[config.mk]
export PLATFORM = sky130hd
export DESIGN_NAME = ast_uart
export DESIGN_NICKNAME = d
export VERILOG_FILES = /design/src/rtl/ast_pkg.sv /design/src/rtl/ast_uart.sv
export VERILOG_INCLUDE_DIRS = /design/src /design/src/rtl
export SDC_FILE = /design/constraint.sdc
export NUM_CORES = 1
export LEC_CHECK = 0
export BUFFER_PORTS_ARGS = -buffer_cell sky130_fd_sc_hd__buf_2
export CAP_MARGIN = 10
export CORE_UTILIZATION = 58
export CTS_BUF_LIST = sky130_fd_sc_hd__clkbuf_16
export CTS_CLUSTER_DIAMETER = 50
export DETAILED_ROUTE_END_ITERATION = 10
export GPL_TIMING_DRIVEN = 0
export PLACE_DENSITY = 0.79
export SKIP_CTS_REPAIR_TIMING = 1
export SYNTH_ARGS = -nofsm -noshare
export SYNTH_HDL_FRONTEND = slang
export SYNTH_SLANG_ARGS = --single-unit
[constraint.sdc]
create_clock -name mclk -period 2.7 [get_ports mclk]
set_input_delay 0.27 -clock mclk [delete_from_list [all_inputs] [get_ports mclk]]
set_output_delay 0.27 -clock mclk [all_outputs]
set_load 0.02 [all_outputs]
[src/rtl/ast_defines.svh]
// Named constants for the asynchronous serial transceiver.
`ifndef AST_DEFINES_SVH
`define AST_DEFINES_SVH

`define AST_DIV_W 13
`define AST_OS_LAST 4'hF
`define AST_OS_ZERO 4'h0
`define AST_SAMPLE_A 4'h7
`define AST_SAMPLE_B 4'h8
`define AST_SAMPLE_C 4'h9
`define AST_OS_RATIO 8'h10
`define AST_FRAME8 4'hA
`define AST_FRAME9 4'hB
`define AST_SHIFT_IDLE 12'hFFF
`define AST_BITS_NONE 4'h0
`define AST_BIT_START 4'h0
`define AST_BIT_ONE 4'h1
`define AST_TX_FLAGS_RST 1'b1
`define AST_RX_FLAGS_RST 1'b0
`define AST_IDLE_CNT_RST 8'h00
`define AST_WORD_RST 9'h000
`define AST_PRE_ONE 13'h0001
`define AST_ARM_TX_W 2
`define AST_ARM_RX_W 6

`endif

[src/rtl/ast_pkg.sv]
// Types shared by the asynchronous serial transceiver.
package ast_pkg;
    typedef logic [8:0] ast_word_t;
    typedef enum logic [0:0] {
        AST_RX_IDLE,
        AST_RX_FRAME
    } ast_rx_state_e;
endpackage

[src/rtl/ast_uart.sv]
// Full-duplex asynchronous serial transceiver with baud prescaler and status flags.
`timescale 1ns/1ps
`default_nettype none
`include "ast_defines.svh"

module ast_uart (
    input wire logic mclk,
    input wire logic reset,
    input wire logic [`AST_DIV_W-1:0] baud_divisor,
    input wire logic word_9bit,
    input wire logic parity_enable,
    input wire logic parity_odd,
    input wire logic tx_enable,
    input wire logic rx_enable,
    input wire logic send_break,
    input wire logic rx_sleep_set,
    input wire logic tx_holding_irq_en,
    input wire logic tx_complete_irq_en,
    input wire logic rx_irq_en,
    input wire logic idle_irq_en,
    input wire logic status_rd,
    input wire logic data_rd,
    input wire logic data_wr,
    input wire ast_pkg::ast_word_t wr_data,
    input wire logic serial_in,
    output logic serial_out,
    output logic tx_pin_oe_n,
    output ast_pkg::ast_word_t rx_holding_reg,
    output logic tx_holding_empty,
    output logic tx_complete,
    output logic rx_holding_full,
    output logic idle_flag,
    output logic overrun_flag,
    output logic noise_flag,
    output logic framing_flag,
    output logic parity_flag,
    output logic rx_active_flag,
    output logic rx_sleep,
    output logic irq_req
);
    import ast_pkg::*;

    function automatic logic ast_parity(input logic [7:0] bits, input logic odd);
        ast_parity = (^bits) ^ odd;
    endfunction

    function automatic logic ast_major(input logic a, input logic b, input logic c);
        ast_major = (a & b) | (a & c) | (b & c);
    endfunction

    ////////////////////////////////////////////////////////////////////////
    // Baud prescaler: divisor gives 32x tick, halved to a 16x sample tick.

    logic [`AST_DIV_W-1:0] pre_cnt_r;
    logic pre_half_r;
    logic os_tick_r;
    logic [3:0] tx_os_r;
    logic tx_tick;
    logic [3:0] frame_len;

    assign frame_len = word_9bit ? `AST_FRAME9 : `AST_FRAME8;
    assign tx_tick = os_tick_r & (tx_os_r == `AST_OS_LAST);

    // A zero divisor stops the prescaler rather than running at full rate.
    always_ff @(posedge mclk) begin
        if (reset) begin
            pre_cnt_r <= '0;
            pre_half_r <= 1'b0;
            os_tick_r <= 1'b0;
        end else begin
            os_tick_r <= 1'b0;
            if (baud_divisor == '0) begin
                pre_cnt_r <= '0;
            end else if (pre_cnt_r <= `AST_PRE_ONE) begin
                pre_cnt_r <= baud_divisor;
                pre_half_r <= ~pre_half_r;
                os_tick_r <= pre_half_r;
            end else begin
                pre_cnt_r <= pre_cnt_r - `AST_PRE_ONE;
            end
        end
    end

    always_ff @(posedge mclk) begin
        if (reset) begin
            tx_os_r <= `AST_OS_ZERO;
        end else if (os_tick_r) begin
            tx_os_r <= tx_os_r + 4'h1;
        end
    end

    ////////////////////////////////////////////////////////////////////////
    // Clearing sequence: a status read arms the flags that were set then.

    logic [`AST_ARM_TX_W-1:0] tx_arm_r;
    logic [`AST_ARM_RX_W-1:0] rx_arm_r;
    logic [`AST_ARM_TX_W-1:0] tx_clr;
    logic [`AST_ARM_RX_W-1:0] rx_clr;

    assign tx_clr = data_wr ? tx_arm_r : '0;
    assign rx_clr = data_rd ? rx_arm_r : '0;

    // Arming only set flags keeps an event that lands after the read alive.
    always_ff @(posedge mclk) begin
        if (reset) begin
            tx_arm_r <= '0;
            rx_arm_r <= '0;
        end else begin
            if (data_wr) begin
                tx_arm_r <= '0;
            end
            if (data_rd) begin
                rx_arm_r <= '0;
            end
            if (status_rd) begin
                tx_arm_r <= {tx_complete, tx_holding_empty};
                rx_arm_r <= {idle_flag, overrun_flag, noise_flag,
                             framing_flag, parity_flag, rx_holding_full};
            end
        end
    end

    ////////////////////////////////////////////////////////////////////////
    // Transmitter.

    ast_word_t tx_hold_r;
    logic tx_hold_full_r;
    logic [11:0] tx_shift_r;
    logic [3:0] tx_left_r;
    logic tx_busy_r;
    logic tx_en_prev_r;
    logic tx_preamble_r;
    ast_word_t tx_word;
    logic [11:0] tx_frame;

    always_comb begin
        tx_word = tx_hold_r;
        if (parity_enable) begin
            if (word_9bit) begin
                tx_word[8] = ast_parity(tx_hold_r[7:0], parity_odd);
            end else begin
                tx_word[7] = ast_parity({1'b0, tx_hold_r[6:0]}, parity_odd);
            end
        end
        if (word_9bit) begin
            tx_frame = {2'b11, tx_word, 1'b0};
        end else begin
            tx_frame = {3'b111, tx_word[7:0], 1'b0};
        end
    end

    always_ff @(posedge mclk) begin
        if (reset) begin
            tx_en_prev_r <= 1'b0;
            tx_preamble_r <= 1'b0;
        end else begin
            tx_en_prev_r <= tx_enable;
            if (tx_enable & ~tx_en_prev_r) begin
                tx_preamble_r <= 1'b1;
            end else if (tx_tick & (tx_left_r == `AST_BITS_NONE) & tx_enable) begin
                tx_preamble_r <= 1'b0;
            end
        end
    end

    // A frame in flight always runs to its end; the enable is only consulted
    // between frames, so only reset can cut a character short.
    always_ff @(posedge mclk) begin
        if (reset) begin
            tx_shift_r <= `AST_SHIFT_IDLE;
            tx_left_r <= `AST_BITS_NONE;
            tx_busy_r <= 1'b0;
            tx_hold_full_r <= 1'b0;
            tx_hold_r <= `AST_WORD_RST;
            serial_out <= 1'b1;
            tx_holding_empty <= `AST_TX_FLAGS_RST;
            tx_complete <= `AST_TX_FLAGS_RST;
        end else begin
            if (tx_clr[0]) begin
                tx_holding_empty <= 1'b0;
            end
            if (tx_clr[1]) begin
                tx_complete <= 1'b0;
            end
            if (data_wr) begin
                tx_hold_r <= wr_data;
                tx_hold_full_r <= 1'b1;
            end
            if (tx_tick) begin
                if (tx_left_r != `AST_BITS_NONE) begin
                    serial_out <= tx_shift_r[0];
                    tx_shift_r <= {1'b1, tx_shift_r[11:1]};
                    tx_left_r <= tx_left_r - 4'h1;
                end else if (~tx_enable) begin
                    serial_out <= 1'b1;
                    tx_hold_full_r <= 1'b0;
                    tx_busy_r <= 1'b0;
                    tx_holding_empty <= 1'b1;
                    tx_complete <= 1'b1;
                end else if (tx_preamble_r) begin
                    serial_out <= 1'b1;
                    tx_shift_r <= `AST_SHIFT_IDLE;
                    tx_left_r <= frame_len - 4'h1;
                    tx_busy_r <= 1'b1;
                end else if (send_break) begin
                    // Low bits of the break shift are zeros through the stop position; the bits above it are high.
                    serial_out <= 1'b0;
                    tx_shift_r <= `AST_SHIFT_IDLE << (frame_len - 4'h1);
                    tx_left_r <= frame_len;
                    tx_busy_r <= 1'b1;
                end else if (tx_hold_full_r) begin
                    serial_out <= tx_frame[0];
                    tx_shift_r <= {1'b1, tx_frame[11:1]};
                    tx_left_r <= frame_len - 4'h1;
                    tx_busy_r <= 1'b1;
                    if (~data_wr) begin
                        tx_hold_full_r <= 1'b0;
                    end
                    tx_holding_empty <= 1'b1;
                end else begin
                    serial_out <= 1'b1;
                    if (tx_busy_r) begin
                        tx_complete <= 1'b1;
                    end
                    tx_busy_r <= 1'b0;
                end
            end
        end
    end

    always_ff @(posedge mclk) begin
        if (reset) begin
            tx_pin_oe_n <= 1'b1;
        end else begin
            tx_pin_oe_n <= ~(tx_enable | tx_busy_r);
        end
    end

    ////////////////////////////////////////////////////////////////////////
    // Receiver.

    ast_rx_state_e rx_state_r;
    logic [3:0] rx_os_r;
    logic [3:0] rx_bit_r;
    logic rx_samp_a_r;
    logic rx_samp_b_r;
    logic rx_noise_r;
    logic rx_prev_r;
    ast_word_t rx_shift_r;
    logic [7:0] idle_cnt_r;
    logic line_act_r;
    logic rx_maj;
    logic rx_split;
    logic rx_mid;
    logic rx_stop;
    logic rx_done;
    logic rx_par_bad;
    logic idle_event;
    logic [7:0] idle_frame;

    assign rx_mid = os_tick_r & (rx_state_r == AST_RX_FRAME) & (rx_os_r == `AST_SAMPLE_C);
    assign rx_maj = ast_major(rx_samp_a_r, rx_samp_b_r, serial_in);
    assign rx_split = ~((rx_samp_a_r == rx_samp_b_r) & (rx_samp_b_r == serial_in));
    assign rx_stop = rx_bit_r == (frame_len - 4'h1);
    assign rx_done = rx_mid & rx_stop;
    assign idle_frame = `AST_OS_RATIO * {4'h0, frame_len};
    assign idle_event = os_tick_r & serial_in & line_act_r & (rx_state_r == AST_RX_IDLE)
                        & (idle_cnt_r == idle_frame - 8'h01);

    always_comb begin
        if (word_9bit) begin
            rx_par_bad = rx_shift_r[8] != ast_parity(rx_shift_r[7:0], parity_odd);
        end else begin
            rx_par_bad = rx_shift_r[7] != ast_parity({1'b0, rx_shift_r[6:0]}, parity_odd);
        end
    end

    always_ff @(posedge mclk) begin
        if (reset) begin
            rx_state_r <= AST_RX_IDLE;
            rx_os_r <= `AST_OS_ZERO;
            rx_bit_r <= `AST_BIT_START;
            rx_samp_a_r <= 1'b1;
            rx_samp_b_r <= 1'b1;
            rx_noise_r <= 1'b0;
            rx_prev_r <= 1'b1;
            rx_shift_r <= `AST_WORD_RST;
        end else if (os_tick_r) begin
            rx_prev_r <= serial_in;
            case (rx_state_r)
                AST_RX_IDLE: begin
                    if (rx_enable & rx_prev_r & ~serial_in) begin
                        rx_state_r <= AST_RX_FRAME;
                        rx_os_r <= 4'h1;
                        rx_bit_r <= `AST_BIT_START;
                        rx_noise_r <= 1'b0;
                        rx_shift_r <= `AST_WORD_RST;
                    end
                end
                AST_RX_FRAME: begin
                    rx_os_r <= rx_os_r + 4'h1;
                    if (rx_os_r == `AST_SAMPLE_A) begin
                        rx_samp_a_r <= serial_in;
                    end
                    if (rx_os_r == `AST_SAMPLE_B) begin
                        rx_samp_b_r <= serial_in;
                    end
                    if (rx_os_r == `AST_SAMPLE_C) begin
                        rx_noise_r <= rx_noise_r | rx_split;
                        if ((rx_bit_r == `AST_BIT_START) & rx_maj) begin
                            rx_state_r <= AST_RX_IDLE;
                        end else if (rx_stop) begin
                            // Ending at mid stop bit leaves room to catch the next edge.
                            rx_state_r <= AST_RX_IDLE;
                        end else if (rx_bit_r != `AST_BIT_START) begin
                            rx_shift_r[rx_bit_r - `AST_BIT_ONE] <= rx_maj;
                        end
                        rx_bit_r <= rx_bit_r + 4'h1;
                    end
                end
                default: begin
                    rx_state_r <= AST_RX_IDLE;
                end
            endcase
        end
    end

    // Line-idle timing counts sample ticks of continuous high level.
    always_ff @(posedge mclk) begin
        if (reset) begin
            idle_cnt_r <= `AST_IDLE_CNT_RST;
            line_act_r <= 1'b0;
        end else if (os_tick_r) begin
            if (~serial_in | (rx_state_r == AST_RX_FRAME)) begin
                idle_cnt_r <= `AST_IDLE_CNT_RST;
            end else if (idle_cnt_r != idle_frame) begin
                idle_cnt_r <= idle_cnt_r + 8'h01;
            end
            if (rx_enable & (rx_state_r == AST_RX_IDLE) & rx_prev_r & ~serial_in) begin
                line_act_r <= 1'b1;
            end else if (idle_event) begin
                line_act_r <= 1'b0;
            end
        end
    end

    always_ff @(posedge mclk) begin
        if (reset) begin
            rx_sleep <= 1'b0;
            rx_active_flag <= 1'b0;
        end else begin
            if (idle_event) begin
                rx_sleep <= 1'b0;
            end else if (rx_sleep_set) begin
                rx_sleep <= 1'b1;
            end
            if (idle_event) begin
                rx_active_flag <= 1'b0;
            end else if (line_act_r & ~rx_sleep) begin
                rx_active_flag <= 1'b1;
            end
        end
    end

    // Clears are applied first so a same-cycle hardware set wins.
    always_ff @(posedge mclk) begin
        if (reset) begin
            rx_holding_reg <= `AST_WORD_RST;
            rx_holding_full <= `AST_RX_FLAGS_RST;
            parity_flag <= `AST_RX_FLAGS_RST;
            framing_flag <= `AST_RX_FLAGS_RST;
            noise_flag <= `AST_RX_FLAGS_RST;
            overrun_flag <= `AST_RX_FLAGS_RST;
            idle_flag <= `AST_RX_FLAGS_RST;
        end else begin
            if (rx_clr[0]) rx_holding_full <= 1'b0;
            if (rx_clr[1]) parity_flag <= 1'b0;
            if (rx_clr[2]) framing_flag <= 1'b0;
            if (rx_clr[3]) noise_flag <= 1'b0;
            if (rx_clr[4]) overrun_flag <= 1'b0;
            if (rx_clr[5]) idle_flag <= 1'b0;
            if (idle_event & ~rx_sleep) begin
                idle_flag <= 1'b1;
            end
            if (rx_done & ~rx_sleep) begin
                if (rx_holding_full & ~rx_clr[0]) begin
                    overrun_flag <= 1'b1;
                end else if (~(framing_flag & ~rx_clr[2])) begin
                    rx_holding_reg <= word_9bit ? rx_shift_r
                                                : {1'b0, rx_shift_r[7:0]};
                    rx_holding_full <= 1'b1;
                    noise_flag <= rx_noise_r | rx_split;
                    framing_flag <= ~rx_maj;
                    parity_flag <= parity_enable & rx_par_bad;
                end
            end
        end
    end

    ////////////////////////////////////////////////////////////////////////
    // Combined service request.

    always_ff @(posedge mclk) begin
        if (reset) begin
            irq_req <= 1'b0;
        end else begin
            irq_req <= (tx_holding_empty & tx_holding_irq_en)
                     | (tx_complete & tx_complete_irq_en)
                     | ((rx_holding_full | overrun_flag) & rx_irq_en)
                     | (idle_flag & idle_irq_en);
        end
    end

endmodule // ast_uart

`default_nettype wire

## Word-level counts from Yosys, hierarchy flattened

Index checks and enable logic that the tools add are counted.

| word-level totals | value |
|---|---|
| register bits after elaboration | 109 |
| output and inout port bits | 22 |
| word-level logic and storage cells | 262 |
| input port bits | 39 |

| operators by class | value |
|---|---|
| equality and inequality tests | 16 |
| $lt $le $gt $ge | 3 |
| reduce and logical (&&, ||, !) cells | 32 |
| bitwise operators | 59 |
| mux-type cells | 105 |
| shift-type cells | 1 |
| add/sub/neg operators | 9 |

Operators by type and width:

| kind | number |
|---|---|
| $mux W1 | 68 |
| $mux W12 | 5 |
| $mux W9 | 6 |
| $mux W4 | 8 |
| $reduce_xor A8 Y1 | 4 |
| $and A1 B1 Y1 | 31 |
| $mux W6 | 3 |
| $pmux W9 S2 | 1 |
| $mux W8 | 2 |
| $pmux W4 S2 | 2 |
| $not A1 Y1 | 15 |
| $reduce_and A3 Y1 | 5 |
| $reduce_bool A2 Y1 | 7 |
| $le A13 B1 Y1 const B | 1 |
| $logic_not A13 Y1 | 1 |
| $mux W13 | 1 |
| $sub A13 B1 Y13 const B | 1 |
| $add A4 B1 Y4 const B | 3 |
| $eq A4 B4 Y1 const B | 3 |
| $reduce_bool A4 Y1 | 3 |
| $shl A12 B4 Y12 const A | 1 |
| $sub A4 B1 Y4 const B | 3 |
| $mux W10 | 1 |
| $reduce_and A2 Y1 | 5 |
| other kinds (23) | 45 |

## Logic depth before layout (Yosys ltp)

| depth | value |
|---|---|
| word-level depth | 11 |
| mapped depth | 8 |

## Least setup slack after synthesis

Ideal clock, no wire load.

| path | value |
|---|---|
| path kind | reg2reg |
| start point | register rx_bit_r[0] |
| end point | register rx_shift_r[3] |
| buffers on the path | 0 |
| data required time | 2.630 ns |
| data arrival time | 1.802 ns |
| setup slack | 0.827 ns |
| stages on the path, launching flop included | 9 |
| cells stage by stage | dfxtp_1 > inv_1 > ha_1 > nor2_1 > a21oi_1 > o21ai_0 > and3_1 > a32oi_1 > a21oi_1 |

| on the way | value |
|---|---|
| cells in the longest elaborated chain, start to end | 11 |
| elaborated cells between the ends (all ways) | 20 |
| classes of those cells | add/sub: 1; order compare: 2; eq/ne: 4; mux: 8; bitwise: 1; reduce/logical: 4 |

Ends and longest elaborated chain:

| element | line | source |
|---|---|---|
| start, declared | ast_uart.sv:244 | `logic [3:0] rx_bit_r;` |
| start signal, assigned | ast_uart.sv:282 | `` rx_bit_r <= `AST_BIT_START; `` |
| start signal, assigned | ast_uart.sv:295 | `` rx_bit_r <= `AST_BIT_START; `` |
| start signal, assigned | ast_uart.sv:318 | `rx_bit_r <= rx_bit_r + 4'h1;` |
| $sub A4 B1 Y4 (no line) | -- |  |
| $lt A4 B5 Y1 or $ge A4 B1 Y1 (tied branches) | ast_uart.sv:316 | `` rx_shift_r[rx_bit_r - `AST_BIT_ONE] <= rx_maj; `` |
| $logic_and A1 B1 Y1 | ast_uart.sv:316 |  |
| $mux W1 | ast_uart.sv:316 |  |
| $demux W1 S4 | ast_uart.sv:316 |  |
| $bwmux W9 | ast_uart.sv:316 |  |
| $mux W9 | ast_uart.sv:315 | `` end else if (rx_bit_r != `AST_BIT_START) begin `` |
| $mux W9 | ast_uart.sv:312 | `end else if (rx_stop) begin` |
| $mux W9 | ast_uart.sv:310 | `` if ((rx_bit_r == `AST_BIT_START) & rx_maj) begin `` |
| $mux W9 | ast_uart.sv:308 | `` if (rx_os_r == `AST_SAMPLE_C) begin `` |
| $pmux W9 S2 | ast_uart.sv:290 | `case (rx_state_r)` |
| end signal, assigned | ast_uart.sv:287 | `` rx_shift_r <= `AST_WORD_RST; `` |
| end signal, assigned | ast_uart.sv:297 | `` rx_shift_r <= `AST_WORD_RST; `` |
| end signal, assigned by index | ast_uart.sv:316 |  |
| end, declared | ast_uart.sv:249 | `ast_word_t rx_shift_r;` |

Parallel ways exist; a longest one is shown, timed or not. The select of a mux whose other input is x is not followed.
A chain may end at the register's enable or synchronous reset.

## Final worst setup path

Same ends and word-level chain as after synthesis.

==> metrics.yaml <==
antenna_left: 0
finalWeightedCongestion: 0.879
hold_class: "primary input to flop"
postSynthCellCount: 607
core_area_mm2: 0.00872
finClkSkew_ns: 0.0115
rows: 34
synthTopCellsByCount: "dfxtp_1, nor2_1, a21oi_1"
fmax_mhz: 438
ys_types: 64
synth_compound_area_share_pct: 16.7
pwr-share-comb_pct: 17.3
path_cells: "inv_1 -> ha_1 -> nor2_1 -> a21oi_1 -> o21ai_0 -> and3_1 -> a32oi_1 -> a21oi_1"
finalSetupTns_ns: 0
post_drt_wl_per_cell_um: 15.4
synthSimpleGateAreaFrac_pct: 22.7
worstPathRequired_ns: 2.96
clkPwrFrac_pct: 34.0
top_register: "pre_cnt_r"
grt_pass1_wl_um: 20900
synth-seq-cells: 107
largest_reg_flops: 13
synth_area_leader_cell: "dfxtp_1"
syn_area_mm2: 0.00521
p_leak_uw: 0.00229
wl_um: 12200
yosys-top-cells-area: "dfxtp_1, nor2_1, a21oi_1, xnor2_1, ha_1"
grtUsageMet3_pct: 5.13
critPathLaunchType: "flop"
initial_utilization_pct: 59.7
numCtsBuffers: 9
swShare_pct: 28.5
finalCriticalPeriod_ns: 2.28
reg_top3: "pre_cnt_r x13, tx_shift_r x10"
endpoint_kind: "flop"
status: "finished clean"
synth_top_family_by_area: "simple AND/OR/NAND/NOR gates"
crit_path_frequent_cell: "a21oi_1"
path_class: "flop to flop"
port_buffers: 58
yosysMostFrequentCell: "dfxtp_1"
synth-edff-count: 0
async_flop_share_pct: 0
fin_crit_sh_pct: 84.6
remaining_drc_errors: 0
report.final.hold_viol_count: 0
num_vias: 4620
critPathBufInv: 1
syn_to_final_growth_pct: 13.5
setup-violations-final: 0
die_area_mm2: 0.00936
whs_ns: 0.124
htree_num_levels: 3
yosysWarnings: 0
worstPathMaxFanout: 10
drv_slew: 0
drive_above_1_share_pct: 13.8
muxShareOfSynthArea_pct: 4.04
track_usage_pct: 27.4
powerDensity_mw_per_mm2: 609
path_clk_slew_ns: 0.07
arrival_ns: 2.55
p_sw_uw: 1030
grt_max_degree: 19
cp_top_family: "compound AO/OA/AOI/OAI gates"
syn_nets: 665
die_h_um: 96.7
dpl.hpwl_um: 8920
ys.flop_type: "dfxtp_1"
relSlewSlack_pct: 49.6
clock-root-buffer: "clkbuf_16"
yosysTopAreaCellShare_pct: 41.1
pwr-share-seq_pct: 48.7
ctsLongestPathBuffers: 2
cpMaxStageDelayCell: "dfxtp_1"
antenna_found_initial: 0
ios: 61
via_per_inst: 5.86
peakVddDrop_mv: 0.426
dieWidth_um: 96.7
avgSynthCellArea_um2: 8.58
synth_xor_area_share_pct: 6.56
synth_fa_ha_area_share_pct: 4.57
internal_power_uw: 2570
tritoncts: "done"
dr.first_iter.drc_count: 286
grt_overflow: 0
busiest_layer: "met2"
cpPeakStageDelay_ns: 0.51
finish.net_count: 734
dr.pass1.iters: 5
grt_pass1_vias: 4395
seq_area_frac_synth_pct: 41.1
cap_violations: 0
met1_usage_pct: 36.6
grt_setup_unrepaired: "false"
totalPowerFinal_uw: 3600
insertion_delay_ns: 0.34
max_slew.worst_pin.slew_ns: 0.756
diodes: 0
clkSinkCount: 107
grtUsageMet2_pct: 44.5
## cell type report
type                            instances  area [µm²]
Fill cell                             698        2810
Tap cell                              108         135
Inverter                               21        78.8
Buffer                                 28         146
Clock buffer                            9         225
Sequential cell                       107        2140
Multi-Input combinational cell        451        2840
Clock inverter                          7        52.6
Timing Repair Buffer                   58         290
## power groups by stage
stage / logic [µW] / registers, µW / clock network (µW)
2_1_floorplan: 472 / 1770 / 0
3_3_place_gp: 601 / 1780 / 0
3_5_place_dp: 618 / 1780 / 0
4_1_cts: 621 / 1750 / 1250
5_1_grt: 713 / 1770 / 1310
6_report: 623 / 1750 / 1220
## routing by layer
layer	share of wire, %	wire [µm]	vias up
met4	1.4	172	0
met2	47	5740	148
met1	46	5570	2188
li1	-	-	2265
met5	0	0	-
met3	5.6	678	19
## placed cells by master (no fill, tap or decap), types with 4 or more instances in the layout
master / Yosys / final
nand4_1: 8 / 8
a21oi_1: 60 / 60
buf_2: 2 / 60
xor2_1: 11 / 11
a211oi_1: 19 / 19
xnor2_1: 28 / 28
inv_1: 20 / 20
clkbuf_16: 0 / 9
mux2i_1: 21 / 21
o21ai_0: 13 / 13
nor2_1: 92 / 92
nand2b_1: 14 / 14
dfxtp_1: 107 / 107
a211o_1: 9 / 9
nand2_1: 43 / 43
ha_1: 19 / 19
clkbuf_1: 20 / 20
nor3_1: 13 / 13
nor3b_1: 11 / 11
o2bb2ai_1: 4 / 4
nand3_1: 18 / 18
or2_2: 5 / 5
or3_1: 5 / 5
nor2b_1: 5 / 5
## final timing paths
check / startpoint / to / slack [ns] / cells past startpoint
setup / recovery: rx_bit_r[0] / rx_shift_r[3] / 0.42 / 8
hold / removal: rx_sleep_set / rx_sleep / 0.12 / 2
setup reg to reg: rx_bit_r[0] / rx_shift_r[3] / 0.42 / 8
hold reg to reg: rx_active_flag / rx_active_flag / 0.47 / 1
## per-stage QoR
stage | std cells | utilization (%) | setup WS (ns) | instance area (µm²)
2_1_floorplan | 607 | - | 0.827 | 5210
3_3_place_gp | 773 | 64.6 | 0.549 | 5630
3_5_place_dp | 773 | 64.6 | 0.481 | 5630
4_1_cts | 789 | 67.8 | 0.457 | 5910
5_1_grt | 789 | 67.8 | 0.224 | 5910
6_report | 789 | 67.8 | 0.415 | 5910
## logic make-up (layout without fill, tap and decap cells)
| group | Yosys count | count (layout) |
|---|---|---|
| XOR/XNOR | 39 | 39 |
| buffers and inverters | 49 | 123 |
| flip-flops | 107 | 107 |
| multiplexers | 21 | 21 |
| adder cells (fa/ha/maj) | 19 | 19 |
| AO/OA/AOI/OAI | 135 | 135 |
| AND/OR/NAND/NOR | 237 | 237 |
(Power assumes the default switching activity.)
